### src/rtl/dpc_pkg.sv
// Shared constants, types and timing figures for the dual pot command decoder
package dpc_pkg;

  // Clock rate
  localparam int CLK_PERIOD_NS = 4;

  // Longest stored-setting write time and longest wiper settle time
  localparam int NV_WRITE_MS = 5;
  localparam int WIPER_SETTLE_US = 10;
  localparam int NV_WRITE_CYCLES = NV_WRITE_MS * 1000000 / CLK_PERIOD_NS;
  localparam int WIPER_SETTLE_CYCLES = WIPER_SETTLE_US * 1000 / CLK_PERIOD_NS;

  // Geometry
  localparam int POTS = 2;
  localparam int SETTINGS = 4;
  localparam int WIPER_W = 6;
  localparam logic [WIPER_W-1:0] WIPER_MAX = 6'h3F;
  localparam logic [WIPER_W-1:0] WIPER_MIN = 6'h00;
  localparam logic [WIPER_W-1:0] WIPER_STEP = 6'h01;

  // Address byte layout
  localparam int ADDR_TYPE_MSB = 7;
  localparam int ADDR_TYPE_LSB = 4;
  localparam int ADDR_RSV_MSB = 3;
  localparam int ADDR_RSV_LSB = 2;
  localparam int ADDR_SEL_MSB = 1;
  localparam int ADDR_SEL_LSB = 0;
  localparam logic [1:0] ADDR_RSV_VAL = 2'h0;

  // Instruction opcodes
  localparam logic [3:0] OP_RD_WIPER = 4'h9;
  localparam logic [3:0] OP_WR_WIPER = 4'hA;
  localparam logic [3:0] OP_RD_SET = 4'hB;
  localparam logic [3:0] OP_WR_SET = 4'hC;
  localparam logic [3:0] OP_SET_TO_WIPER = 4'hD;
  localparam logic [3:0] OP_WIPER_TO_SET = 4'hE;
  localparam logic [3:0] OP_GLB_SET_TO_WIPER = 4'h1;
  localparam logic [3:0] OP_GLB_WIPER_TO_SET = 4'h8;
  localparam logic [3:0] OP_STEP = 4'h2;
  localparam logic [3:0] OP_STATUS = 4'h5;

  // Misc field values
  localparam logic [1:0] SEL_ZERO = 2'h0;
  localparam logic [2:0] BIT_LAST = 3'h7;
  localparam logic [2:0] BIT_FIRST = 3'h0;
  localparam logic [7:0] BYTE_ZERO = 8'h00;

  // Instruction byte fields
  typedef struct packed {
    logic [3:0] opcode;
    logic [1:0] setting_sel; // setting_select_hi, setting_select_lo
    logic zero_bit;
    logic pot_select_bit;
  } dpc_instr_s;

  // Stored-setting write waiting for chip select to rise
  typedef struct packed {
    logic valid;
    logic global_all;
    logic from_wiper;
    logic pot;
    logic [1:0] setting_sel;
    logic [WIPER_W-1:0] data;
  } dpc_nv_job_s;

  // Frame states
  typedef enum logic [2:0] {
    DPC_IDLE = 3'b000,
    DPC_ADDR = 3'b001,
    DPC_INSTR = 3'b010,
    DPC_DATA = 3'b011,
    DPC_STEP = 3'b100,
    DPC_SKIP = 3'b101
  } dpc_state_e;

endpackage

### src/rtl/dpc_pin_sync.sv
// Two-stage synchroniser for a group of pin inputs
`timescale 1ns/100ps
module dpc_pin_sync
  import dpc_pkg::*;
#(
  parameter int WIDTH = 1
)
(
  input wire logic clk,
  input wire logic rst,
  input wire logic [WIDTH-1:0] pin_in,
  output logic [WIDTH-1:0] pin_sync
);

  logic [WIDTH-1:0] meta_q; // First stage, read only by the second

  // Two flip-flops per bit; reset value is zero
  always_ff @(posedge clk)
  begin
    if (rst)
    begin
      meta_q <= '0;
      pin_sync <= '0;
    end
    else
    begin
      meta_q <= pin_in;
      pin_sync <= meta_q;
    end
  end

endmodule

### src/rtl/dpc_top.sv
// Serial command decoder for a dual 64-step digital potentiometer
//
// Contract
// - Instruction: opcode, setting pointer, zero, pot bit
// - Opcode 1001 reads the pot's wiper position
// - Opcode 1010 writes the wiper position
// - Opcode 1011 reads the chosen stored setting
// - Opcode 1100 writes the chosen stored setting
// - Opcode 1101 copies stored setting to wiper
// - Opcode 1110 copies wiper into stored setting
// - Opcode 0001 copies settings to all wipers
// - Opcode 1000 copies all wipers into settings
// - Opcode 0010 enters step mode for one pot
// - Opcode 0101 returns the write pending bit
// - Four six-bit stored settings per pot
// - Stored setting write lasts at most 5 ms
// - Save starts when chip select rises
// - Write pending reads one during save
// - Read/write commands use three-byte frames
// - Copy commands use two-byte frames
// - Wiper output follows after settle delay
// - Wiper-to-setting copy is a timed save
// - First byte carries fixed device type code
// - Address bits match pins, upper pair zero
// - Power-up loads wipers from setting zero
// - Step mode moves wiper by serial input
`timescale 1ns/100ps
module dpc_top
  import dpc_pkg::*;
#(
  parameter logic [3:0] DEV_TYPE = 4'h3, // Device type code; value is arbitrary
  parameter int NV_CYCLES = NV_WRITE_CYCLES,
  parameter int SETTLE_CYCLES = WIPER_SETTLE_CYCLES,
  parameter logic [WIPER_W-1:0] SETTING_INIT = 6'h20
)
(
  input wire logic clk,
  input wire logic rst,
  input wire logic cs_n,
  input wire logic sck,
  input wire logic si,
  input wire logic [1:0] addr_pin,
  output logic so,
  output logic so_oe,
  output logic [WIPER_W-1:0] wiper0,
  output logic [WIPER_W-1:0] wiper1,
  output logic write_pending
);

  localparam int NV_W = $clog2(NV_CYCLES + 1);
  localparam int ST_W = $clog2(SETTLE_CYCLES + 1);
  localparam logic [NV_W-1:0] NV_LAST = NV_W'(NV_CYCLES - 1);
  localparam logic [ST_W-1:0] ST_LAST = ST_W'(SETTLE_CYCLES - 1);

  // Synchronised pins and their previous values
  logic [4:0] pins_s;
  logic cs_n_s, sck_s, si_s;
  logic [1:0] addr_s;
  logic cs_n_p, sck_p;
  logic sck_rise, sck_fall, cs_rise, cs_fall;

  // Frame decoder state
  dpc_state_e state_q, state_d;
  logic [2:0] bit_cnt_q;
  logic [6:0] shift_q;
  logic [7:0] byte_d;
  logic byte_done;
  dpc_instr_s instr_q;
  dpc_instr_s instr_d;
  logic [7:0] tx_q;
  logic reading_q;

  // Potentiometer storage
  logic [WIPER_W-1:0] wiper_q [POTS];
  logic [WIPER_W-1:0] setting_q [POTS][SETTINGS];
  logic [WIPER_W-1:0] wiper_out_q [POTS];
  logic power_up_q;

  // Save job and timer
  dpc_nv_job_s job_q;
  logic [NV_W-1:0] nv_cnt_q;
  logic pending_q;

  // Decoded actions on the wipers, the save job and the read data
  logic [POTS-1:0] wiper_ld;
  logic [WIPER_W-1:0] wiper_val [POTS];
  logic job_set;
  dpc_nv_job_s job_new;
  logic [7:0] tx_load;
  logic tx_ld, rd_start;

  // Address byte check
  function automatic logic addr_match(input logic [7:0] b, input logic [1:0] pins);
    addr_match = (b[ADDR_TYPE_MSB:ADDR_TYPE_LSB] == DEV_TYPE) &&
                 (b[ADDR_RSV_MSB:ADDR_RSV_LSB] == ADDR_RSV_VAL) &&
                 (b[ADDR_SEL_MSB:ADDR_SEL_LSB] == pins);
  endfunction

  // Saturating single step of a wiper
  function automatic logic [WIPER_W-1:0] step_wiper(input logic [WIPER_W-1:0] w, input logic up);
    if (up)
      step_wiper = (w == WIPER_MAX) ? w : w + WIPER_STEP;
    else
      step_wiper = (w == WIPER_MIN) ? w : w - WIPER_STEP;
  endfunction

  // Pin synchronisers for chip select, clock, data and address straps
  dpc_pin_sync #(
    .WIDTH(5)
  ) u_sync (
    .clk(clk),
    .rst(rst),
    .pin_in({~cs_n, sck, si, addr_pin}), // Select enters inverted so reset reads as deselected
    .pin_sync(pins_s)
  );

  assign cs_n_s = ~pins_s[4]; // Idle high from reset on, so no false frame start
  assign sck_s = pins_s[3];
  assign si_s = pins_s[2];
  assign addr_s = pins_s[1:0];

  // Previous synchronised levels for edge finding; chip select idles high
  always_ff @(posedge clk)
  begin
    if (rst)
    begin
      cs_n_p <= 1'b1;
      sck_p <= 1'b0;
    end
    else
    begin
      cs_n_p <= cs_n_s;
      sck_p <= sck_s;
    end
  end

  assign sck_rise = sck_s & ~sck_p & ~cs_n_s;
  assign sck_fall = ~sck_s & sck_p & ~cs_n_s;
  assign cs_rise = cs_n_s & ~cs_n_p;
  assign cs_fall = ~cs_n_s & cs_n_p;
  assign byte_done = sck_rise && (bit_cnt_q == BIT_LAST);
  assign byte_d = {shift_q, si_s};
  assign instr_d = byte_d;

  // Bit counter and input shift register, cleared at each frame start
  always_ff @(posedge clk)
  begin
    if (rst || cs_fall)
    begin
      bit_cnt_q <= BIT_FIRST;
      shift_q <= '0;
    end
    else if (sck_rise)
    begin
      bit_cnt_q <= bit_cnt_q + 3'h1;
      shift_q <= byte_d[6:0];
    end
  end

  // Next frame state
  always_comb
  begin
    state_d = state_q;
    if (cs_n_s)
      state_d = DPC_IDLE; // Frame over
    else if (cs_fall)
      state_d = DPC_ADDR; // New frame
    else if (byte_done)
    begin
      unique case (state_q)
        DPC_ADDR:
          state_d = addr_match(byte_d, addr_s) ? DPC_INSTR : DPC_SKIP;
        DPC_INSTR:
        begin
          // Three-byte commands wait for data, copies end here
          state_d = DPC_SKIP;
          if (instr_d.zero_bit == 1'b0)
          begin
            unique case (instr_d.opcode)
              OP_RD_WIPER, OP_WR_WIPER:
                state_d = (instr_d.setting_sel == SEL_ZERO) ? DPC_DATA : DPC_SKIP;
              OP_RD_SET, OP_WR_SET:
                state_d = DPC_DATA;
              OP_STATUS:
                state_d = (instr_d.setting_sel == SEL_ZERO && instr_d.pot_select_bit) ? DPC_DATA : DPC_SKIP;
              OP_STEP:
                state_d = (instr_d.setting_sel == SEL_ZERO) ? DPC_STEP : DPC_SKIP;
              default:
                state_d = DPC_SKIP;
            endcase
          end
        end
        DPC_DATA:
          state_d = DPC_SKIP; // Extra bytes are ignored
        DPC_STEP:
          state_d = DPC_STEP; // Step mode lasts until chip select rises
        DPC_IDLE, DPC_SKIP:
          state_d = state_q;
        default:
          state_d = DPC_SKIP;
      endcase
    end
  end

  // Frame state register and latched instruction byte
  always_ff @(posedge clk)
  begin
    if (rst)
    begin
      state_q <= DPC_IDLE;
      instr_q <= '0;
    end
    else
    begin
      state_q <= state_d;
      if (byte_done && state_q == DPC_INSTR)
        instr_q <= instr_d;
    end
  end

  // Decoded effects of each completed byte and of each step-mode clock rise
  always_comb
  begin
    wiper_ld = '0;
    for (int p = 0; p < POTS; p++)
      wiper_val[p] = wiper_q[p];
    job_set = 1'b0;
    job_new = '0;
    tx_ld = 1'b0;
    tx_load = BYTE_ZERO;
    rd_start = 1'b0;
    if (byte_done && state_q == DPC_INSTR && instr_d.zero_bit == 1'b0)
    begin
      unique case (instr_d.opcode)
        OP_RD_WIPER:
        begin
          tx_ld = 1'b1;
          rd_start = (instr_d.setting_sel == SEL_ZERO);
          tx_load = {2'h0, wiper_q[instr_d.pot_select_bit]};
        end
        OP_RD_SET:
        begin
          tx_ld = 1'b1;
          rd_start = 1'b1;
          tx_load = {2'h0, setting_q[instr_d.pot_select_bit][instr_d.setting_sel]};
        end
        OP_STATUS:
        begin
          tx_ld = 1'b1;
          rd_start = (instr_d.setting_sel == SEL_ZERO) && instr_d.pot_select_bit;
          tx_load = {7'h00, pending_q};
        end
        OP_SET_TO_WIPER:
        begin
          wiper_ld[instr_d.pot_select_bit] = 1'b1;
          wiper_val[instr_d.pot_select_bit] = setting_q[instr_d.pot_select_bit][instr_d.setting_sel];
        end
        OP_GLB_SET_TO_WIPER:
        begin
          if (instr_d.pot_select_bit == 1'b0)
          begin
            for (int p = 0; p < POTS; p++)
            begin
              wiper_ld[p] = 1'b1;
              wiper_val[p] = setting_q[p][instr_d.setting_sel];
            end
          end
        end
        OP_WIPER_TO_SET:
        begin
          job_set = 1'b1;
          job_new = '{valid: 1'b1, global_all: 1'b0, from_wiper: 1'b1,
                      pot: instr_d.pot_select_bit, setting_sel: instr_d.setting_sel, data: '0};
        end
        OP_GLB_WIPER_TO_SET:
        begin
          job_set = (instr_d.pot_select_bit == 1'b0);
          job_new = '{valid: 1'b1, global_all: 1'b1, from_wiper: 1'b1,
                      pot: 1'b0, setting_sel: instr_d.setting_sel, data: '0};
        end
        default:
        begin
          tx_ld = 1'b0;
        end
      endcase
    end
    else if (byte_done && state_q == DPC_DATA && !reading_q)
    begin
      if (instr_q.opcode == OP_WR_WIPER)
      begin
        wiper_ld[instr_q.pot_select_bit] = 1'b1;
        wiper_val[instr_q.pot_select_bit] = byte_d[WIPER_W-1:0];
      end
      else if (instr_q.opcode == OP_WR_SET)
      begin
        job_set = 1'b1;
        job_new = '{valid: 1'b1, global_all: 1'b0, from_wiper: 1'b0,
                    pot: instr_q.pot_select_bit, setting_sel: instr_q.setting_sel,
                    data: byte_d[WIPER_W-1:0]};
      end
    end
    else if (sck_rise && state_q == DPC_STEP)
    begin
      wiper_ld[instr_q.pot_select_bit] = 1'b1;
      wiper_val[instr_q.pot_select_bit] = step_wiper(wiper_q[instr_q.pot_select_bit], si_s);
    end
  end

  // Wiper position registers; loaded from setting zero after reset
  always_ff @(posedge clk)
  begin
    if (rst)
    begin
      power_up_q <= 1'b1;
      for (int p = 0; p < POTS; p++)
        wiper_q[p] <= WIPER_MIN;
    end
    else if (power_up_q)
    begin
      power_up_q <= 1'b0;
      for (int p = 0; p < POTS; p++)
        wiper_q[p] <= setting_q[p][SEL_ZERO];
    end
    else
    begin
      for (int p = 0; p < POTS; p++)
        if (wiper_ld[p])
          wiper_q[p] <= wiper_val[p];
    end
  end

  // Held save job; a new one is refused while a save runs or one is held
  always_ff @(posedge clk)
  begin
    if (rst || cs_rise)
      job_q <= '0; // Consumed or dropped when the frame ends
    else if (job_set && !pending_q && !job_q.valid)
      job_q <= job_new;
  end

  // Stored settings, written only when chip select rises after a full write
  always_ff @(posedge clk)
  begin
    if (rst)
    begin
      for (int p = 0; p < POTS; p++)
        for (int s = 0; s < SETTINGS; s++)
          setting_q[p][s] <= SETTING_INIT;
    end
    else if (cs_rise && job_q.valid)
    begin
      for (int p = 0; p < POTS; p++)
        if (job_q.global_all || job_q.pot == p[0])
          setting_q[p][job_q.setting_sel] <= job_q.from_wiper ? wiper_q[p] : job_q.data;
    end
  end

  // Save timer; write pending stays high for the whole save
  always_ff @(posedge clk)
  begin
    if (rst)
    begin
      pending_q <= 1'b0;
      nv_cnt_q <= '0;
    end
    else if (cs_rise && job_q.valid)
    begin
      pending_q <= 1'b1;
      nv_cnt_q <= '0;
    end
    else if (pending_q)
    begin
      if (nv_cnt_q == NV_LAST)
        pending_q <= 1'b0;
      else
        nv_cnt_q <= nv_cnt_q + NV_W'(1);
    end
  end

  assign write_pending = pending_q;

  // Read data shifter; bits leave on the falling clock edge, MSB first
  always_ff @(posedge clk)
  begin
    if (rst || cs_n_s)
    begin
      tx_q <= BYTE_ZERO;
      reading_q <= 1'b0;
      so <= 1'b0;
    end
    else if (tx_ld)
    begin
      tx_q <= tx_load;
      reading_q <= rd_start;
    end
    else if (sck_fall && state_q == DPC_DATA && reading_q)
    begin
      so <= tx_q[7];
      tx_q <= {tx_q[6:0], 1'b0};
    end
    else if (state_q == DPC_SKIP)
      reading_q <= 1'b0;
  end

  assign so_oe = reading_q && (state_q == DPC_DATA);

  // Wiper outputs follow their registers after the settle delay
  for (genvar g = 0; g < POTS; g++)
  begin : g_settle
    logic [ST_W-1:0] settle_cnt_q;
    always_ff @(posedge clk)
    begin
      if (rst)
      begin
        settle_cnt_q <= '0;
        wiper_out_q[g] <= WIPER_MIN;
      end
      else if (power_up_q)
        settle_cnt_q <= '0;
      else if (wiper_q[g] != wiper_out_q[g])
      begin
        if (settle_cnt_q == ST_LAST)
        begin
          wiper_out_q[g] <= wiper_q[g];
          settle_cnt_q <= '0;
        end
        else
          settle_cnt_q <= settle_cnt_q + ST_W'(1);
      end
      else
        settle_cnt_q <= '0;
    end
  end

  assign wiper0 = wiper_out_q[0];
  assign wiper1 = wiper_out_q[1];

endmodule

### config.mk
export PLATFORM = sky130hd
export DESIGN_NAME = dpc_top
export DESIGN_NICKNAME = d
export VERILOG_FILES = /design/src/rtl/dpc_pkg.sv /design/src/rtl/dpc_pin_sync.sv /design/src/rtl/dpc_top.sv
export SDC_FILE = /design/constraint.sdc
export NUM_CORES = 1
export LEC_CHECK = 0
export ABC_AREA = 0
export BUFFER_PORTS_ARGS = -buffer_cell sky130_fd_sc_hd__buf_2
export CORE_MARGIN = 2
export CORE_UTILIZATION = 40
export CTS_CLUSTER_SIZE = 28
export DETAILED_ROUTE_END_ITERATION = 7
export PLACE_DENSITY = 0.52
export SLEW_MARGIN = 20
export SYNTH_ARGS = -nofsm -noshare
export SYNTH_HDL_FRONTEND = slang
export SYNTH_HIERARCHICAL = 1
export SYNTH_SLANG_ARGS = --single-unit
### constraint.sdc
create_clock -name clk -period 4.7 [get_ports clk]
set_clock_uncertainty 0.2 [all_clocks]
set_input_delay 0.705 -clock clk [delete_from_list [all_inputs] [get_ports clk]]
set_output_delay 0.705 -clock clk [all_outputs]
set_load 0.05 [all_outputs]
* Yosys cells after proc, flatten, opt, wreduce, memory -nomap -nowiden
Memory sizes are Yosys's and may differ from the RTL's. A register that Yosys moved wholly into a read port is not among the register bits. Index checks and enable logic that the tools add are counted.
Storage, ports and cells: register bits 101, memory bits (writable) 72, output and inout bits 15, logic and storage cells 362, memories kept 3
Operators by class: add/subtract/negate cells 6, magnitude comparators 11, equal/unequal tests 28, muxes and demuxes 164, bitwise logic cells 77, reductions and logical operators 48
Memory list:
- setting_q | words 2, bits a word 24, rd ports 3, clocked after memory_dff 1, write ports 2, line dpc_top.sv:75 | logic [WIPER_W-1:0] setting_q [POTS][SETTINGS];
- wiper_out_q | words 2, bits a word 6, rd ports 2, clocked after memory_dff 0, write ports 2, line dpc_top.sv:76 | logic [WIPER_W-1:0] wiper_out_q [POTS];
- wiper_q | words 2, bits a word 6, rd ports 4, clocked after memory_dff 2, write ports 2, line dpc_top.sv:74 | logic [WIPER_W-1:0] wiper_q [POTS];
Operators with widths (count):
- $mux 6 | 24
- $mux 12 | 9
- $mux 1 | 99
- $or 1x1->1 | 54
- $mux 24 | 2
- $pmux 12 s2 | 2
- $bmux 6 s2 | 3
- $bwmux 12 | 3
- $eq 4x4->1 const B | 9
- $add 12x1->12 const B | 2
- $eq 12x12->1 const B | 2
- $pmux 3 s4 | 2
- $add 21x1->21 const B | 1
- $eq 21x21->1 const B | 1
- $logic_and 1x1->1 | 20
- $pmux 6 s3 | 1
- $mux 8 | 2
- $not 1->1 | 13
- $demux 6 s1 | 2
- $demux 6 s2 | 1
- $mux 3 | 4
- $ne 6x6->1 | 2
- $mux 2 | 5
- $reduce_and 2->1 | 5
- other kinds (34) | 66

* Longest topological paths before layout
depth after elaboration 13, mapped depth 10

* Cells and area by module
The synthesis kept the hierarchy.
By module, submodules not included:
- dpc_top | instances 1, cells each 835, area an instance 8329.2 µm², sequential area each 4003.8 µm²
- dpc_pin_sync | instances 1, cells each 20, area an instance 262.8 µm², sequential area each 200.2 µm²

* Worst setup path before layout
No wires, ideal clock.
path type reg2reg, start point reg with a tool-made name, end point mem wiper_q[1][2] (data pin), data arrival time 2062 ps, data required time 4234 ps, path slack 2171 ps, cell stages (with the launch flop) 11, period minus slack after synthesis 2529 ps, cell sequence dfxtp_1 buf_6 buf_6 mux2i_1 inv_1 ha_1 nand4b_1 a22oi_2 o2111a_1 a221oi_1 o21ai_0
RTL lines (line):
- to (decl) | dpc_top.sv:74

==> run metrics <==
outcome=finished, final reports clean; ys async rst share=0%; Die Span Y=roughly 150 um; Vias=6573; Comb pwr share=5.4%; NetSw=slightly above 0.0008 W; most common cell after layout, fill and taps aside=nor2_1; Final Cycle Share=around two thirds; FF-to-FF setup slack=1620 ps; P&R area growth vs syn=9.93%; setup ws final=1620 ps; Slew HR=between 20 and 30%; crit path kind=register to register; TritonCTS clock tree=yes; Total Wirelength=21.7 mm; Port-buffer cells=21; gr usage total=19.9%; CP delay by family, top=compound AO/OA/AOI/OAI gates; Crit path largest cell delay=between 700 and 800 ps; IO Pins=22; Initial Util=40.9%; post-route setup TNS=0 ps; fin. max-slew vios=0; post-synthesis net count=870; cell depth of the worst flop-to-flop path=8; nets@finish=870; CP max FO=17; hold-critical path depth=1; Cell Rows=53; global route overflow=0; WHS Endpoint=u_sync/pin_sync[4]$_SDFF_PP0_; min Tclk post-route=3080 ps; die area=0.0227 sq mm; number of max-cap violations=0; Clock Power Share=42.8%; fraction of layout cells with a size suffix above 1=a little over a tenth; synthesized area=0.00859 sq mm; P per Cell Area=339 mW/mm^2; H-tree depth=4; Placed Instances=1110; worst skew pair latency=430 ps; drt initial violations=~440; Max VDD drop=0.195 mV; setup violators final=0; most frequent cells in the layout=nor2_1, dfxtp_1, edfxtp_1, nand2_1, a21oi_1; Antenna Nets Post-Route=0; min-delay src=u_sync/meta_q[4]$_SDFF_PP0_; synthesized flop and latch total=174; Worst R2R End=wiper_q[1][2]$_DFFE_PP_; post-cts repair resize count=0; static leakage=3.19 nW; Hold Path Class=register to register; CP Cell Sequence=mux2i_1 > inv_1 > ha_1 > nand4b_1 > a22oi_2 > o2111a_1 > a221oi_1 > o21ai_0; Seq pwr share=51.8%; drt pass-1 iters=5; dominant synthesized flop cell=dfxtp_1; die span in x=151 um; Mapped Cells=855; WHS=238 ps; Slowest-stage cell, CP=dfxtp_1; vias in the first global route=6264; Worst-Margin Slew=1080 ps; Core Util, Final=44.9%; Ys Warns=6; Ant. Diodes=0; Int Power=0.00238 W; Post-synth EDFFs=72; DRC Markers=0; antenna violations before repair=0; CTS max path bufs=2; worst path bufs/invs=1; final std cells w/o fill=1143; Num Clock Sinks=174; first-pass GRT wire length=34.6 mm; Place WS=1670 ps; number of distinct library cells after synthesis=around 70; arrival time at the worst endpoint=~3100 ps; crit path launch type=register; CP Data Required Time=approximately 4700 ps; Routability Congestion=0.882; Clock Pin Slew Worst Setup and Hold Paths=70 ps; Avg Inst Size Synth=10.0 sq um; average wire per standard cell=between 15 and 20 um; cts hold-fix bufs=0; final hold vios=0; total CTS buffers=17; Root Buffer=clkbuf_16; post-synthesis sequential area ratio=48.9%; DP Wirelength=15.6 mm; f_max=325 MHz; largest net degree at the start of global routing=23; RSZ-0062 raised after global routing=false; sw frac=25.8%; setup bufs post-CTS=0; area of the core=0.0210 sq mm; CP endpoint kind=register; Vias/cell=5.75
-- kinds of logic (layout without fill, tap and decap cells) --
| logic type | after synthesis | after routing | share of synthesized area, % |
|---|---|---|---|
| flops | 174 | 174 | 48.9 |
| buf+inv | 54 | 67 | 2.72 |
| compound gates | 160 | 160 | 12.3 |
| fa+ha+maj | 8 | 8 | 1.17 |
| mux | 41 | 41 | 6.74 |
| xor+xnor | 50 | 50 | 5.10 |
| simple gates | 368 | 368 | 23.0 |
-- sequential cells by signal, summed over array words and instances (netlist names), 5 cells and up, named ones only --
signal and cells:
nv_cnt_q 21, wiper_out_q 12, instr_q 7, shift_q 7, g_settle.settle_cnt_q 24, job_q 12
wiper_q 12, u_sync/pin_sync 5, tx_q 8, u_sync/meta_q 5, setting_q 48
-- routing by layer --
metal | track usage, % | up-vias | share of wire (%)
li1 | - | 3157 | -
met1 | 27.2 | 3231 | 46
met2 | 32.5 | 169 | 49
met3 | 3.94 | 16 | 4.6
met4 | 5.00 | 0 | 0.92
met5 | 0 | - | 0
-- stage by stage --
step / total power (W) / area [sq um]
CTS: 0.00324 / 9440
finish: 0.00321 / 9450
global route: 0.00331 / 9450
global placement: 0.00186 / 8870
detailed placement: 0.00187 / 8870
floorplan: 0.00180 / 8590
-- layout make-up --
| type | instances | area, sq um |
|---|---|---|
| Clock buffer | 17 | 425 |
| Clock inverter | 15 | 145 |
| Fill cell | 1973 | 11600 |
| Inverter | 10 | 37.5 |
| Multi-Input combinational cell | 627 | 4150 |
| Sequential cell | 174 | 4200 |
| Tap cell | 275 | 344 |
| Timing Repair Buffer | 25 | 135 |
-- cells in the mapped netlist (all sizes together) (20+ instances only) --
master,instances,area (sq um)
a21oi,48,240
a22oi,22,170
and3,23,144
clkbuf,26,97.6
dfxtp,102,2040
edfxtp,72,2160
mux2i,27,283
nand2,65,246
nand3,33,165
nor2,106,398
nor2b,29,181
o21ai,26,134
xnor2,20,175
xor2,30,263
-- power groups by stage --
stage	logic, W	registers, W	clock network [W]
floorplan	0.000115	0.00169	0
global placement	0.000170	0.00169	0
detailed placement	0.000172	0.00169	0
CTS	0.000172	0.00166	0.00140
global route	0.000187	0.00167	0.00146
finish	0.000173	0.00166	0.00137
-- worst max path at each step --
stage                              endpoint  cells after the start  slack [ps]     start
floorplan           wiper_q[1][2]$_DFFE_PP_                     10        2170  register
global placement    wiper_q[1][2]$_DFFE_PP_                      8        1730  register
detailed placement  wiper_q[1][2]$_DFFE_PP_                      8        1670  register
CTS                 wiper_q[1][2]$_DFFE_PP_                      8        1660  register
global route        wiper_q[1][2]$_DFFE_PP_                      8        1340  register
finish              wiper_q[1][2]$_DFFE_PP_                      8        1620  register
Note: power is estimated with default switching activity, not from simulation.
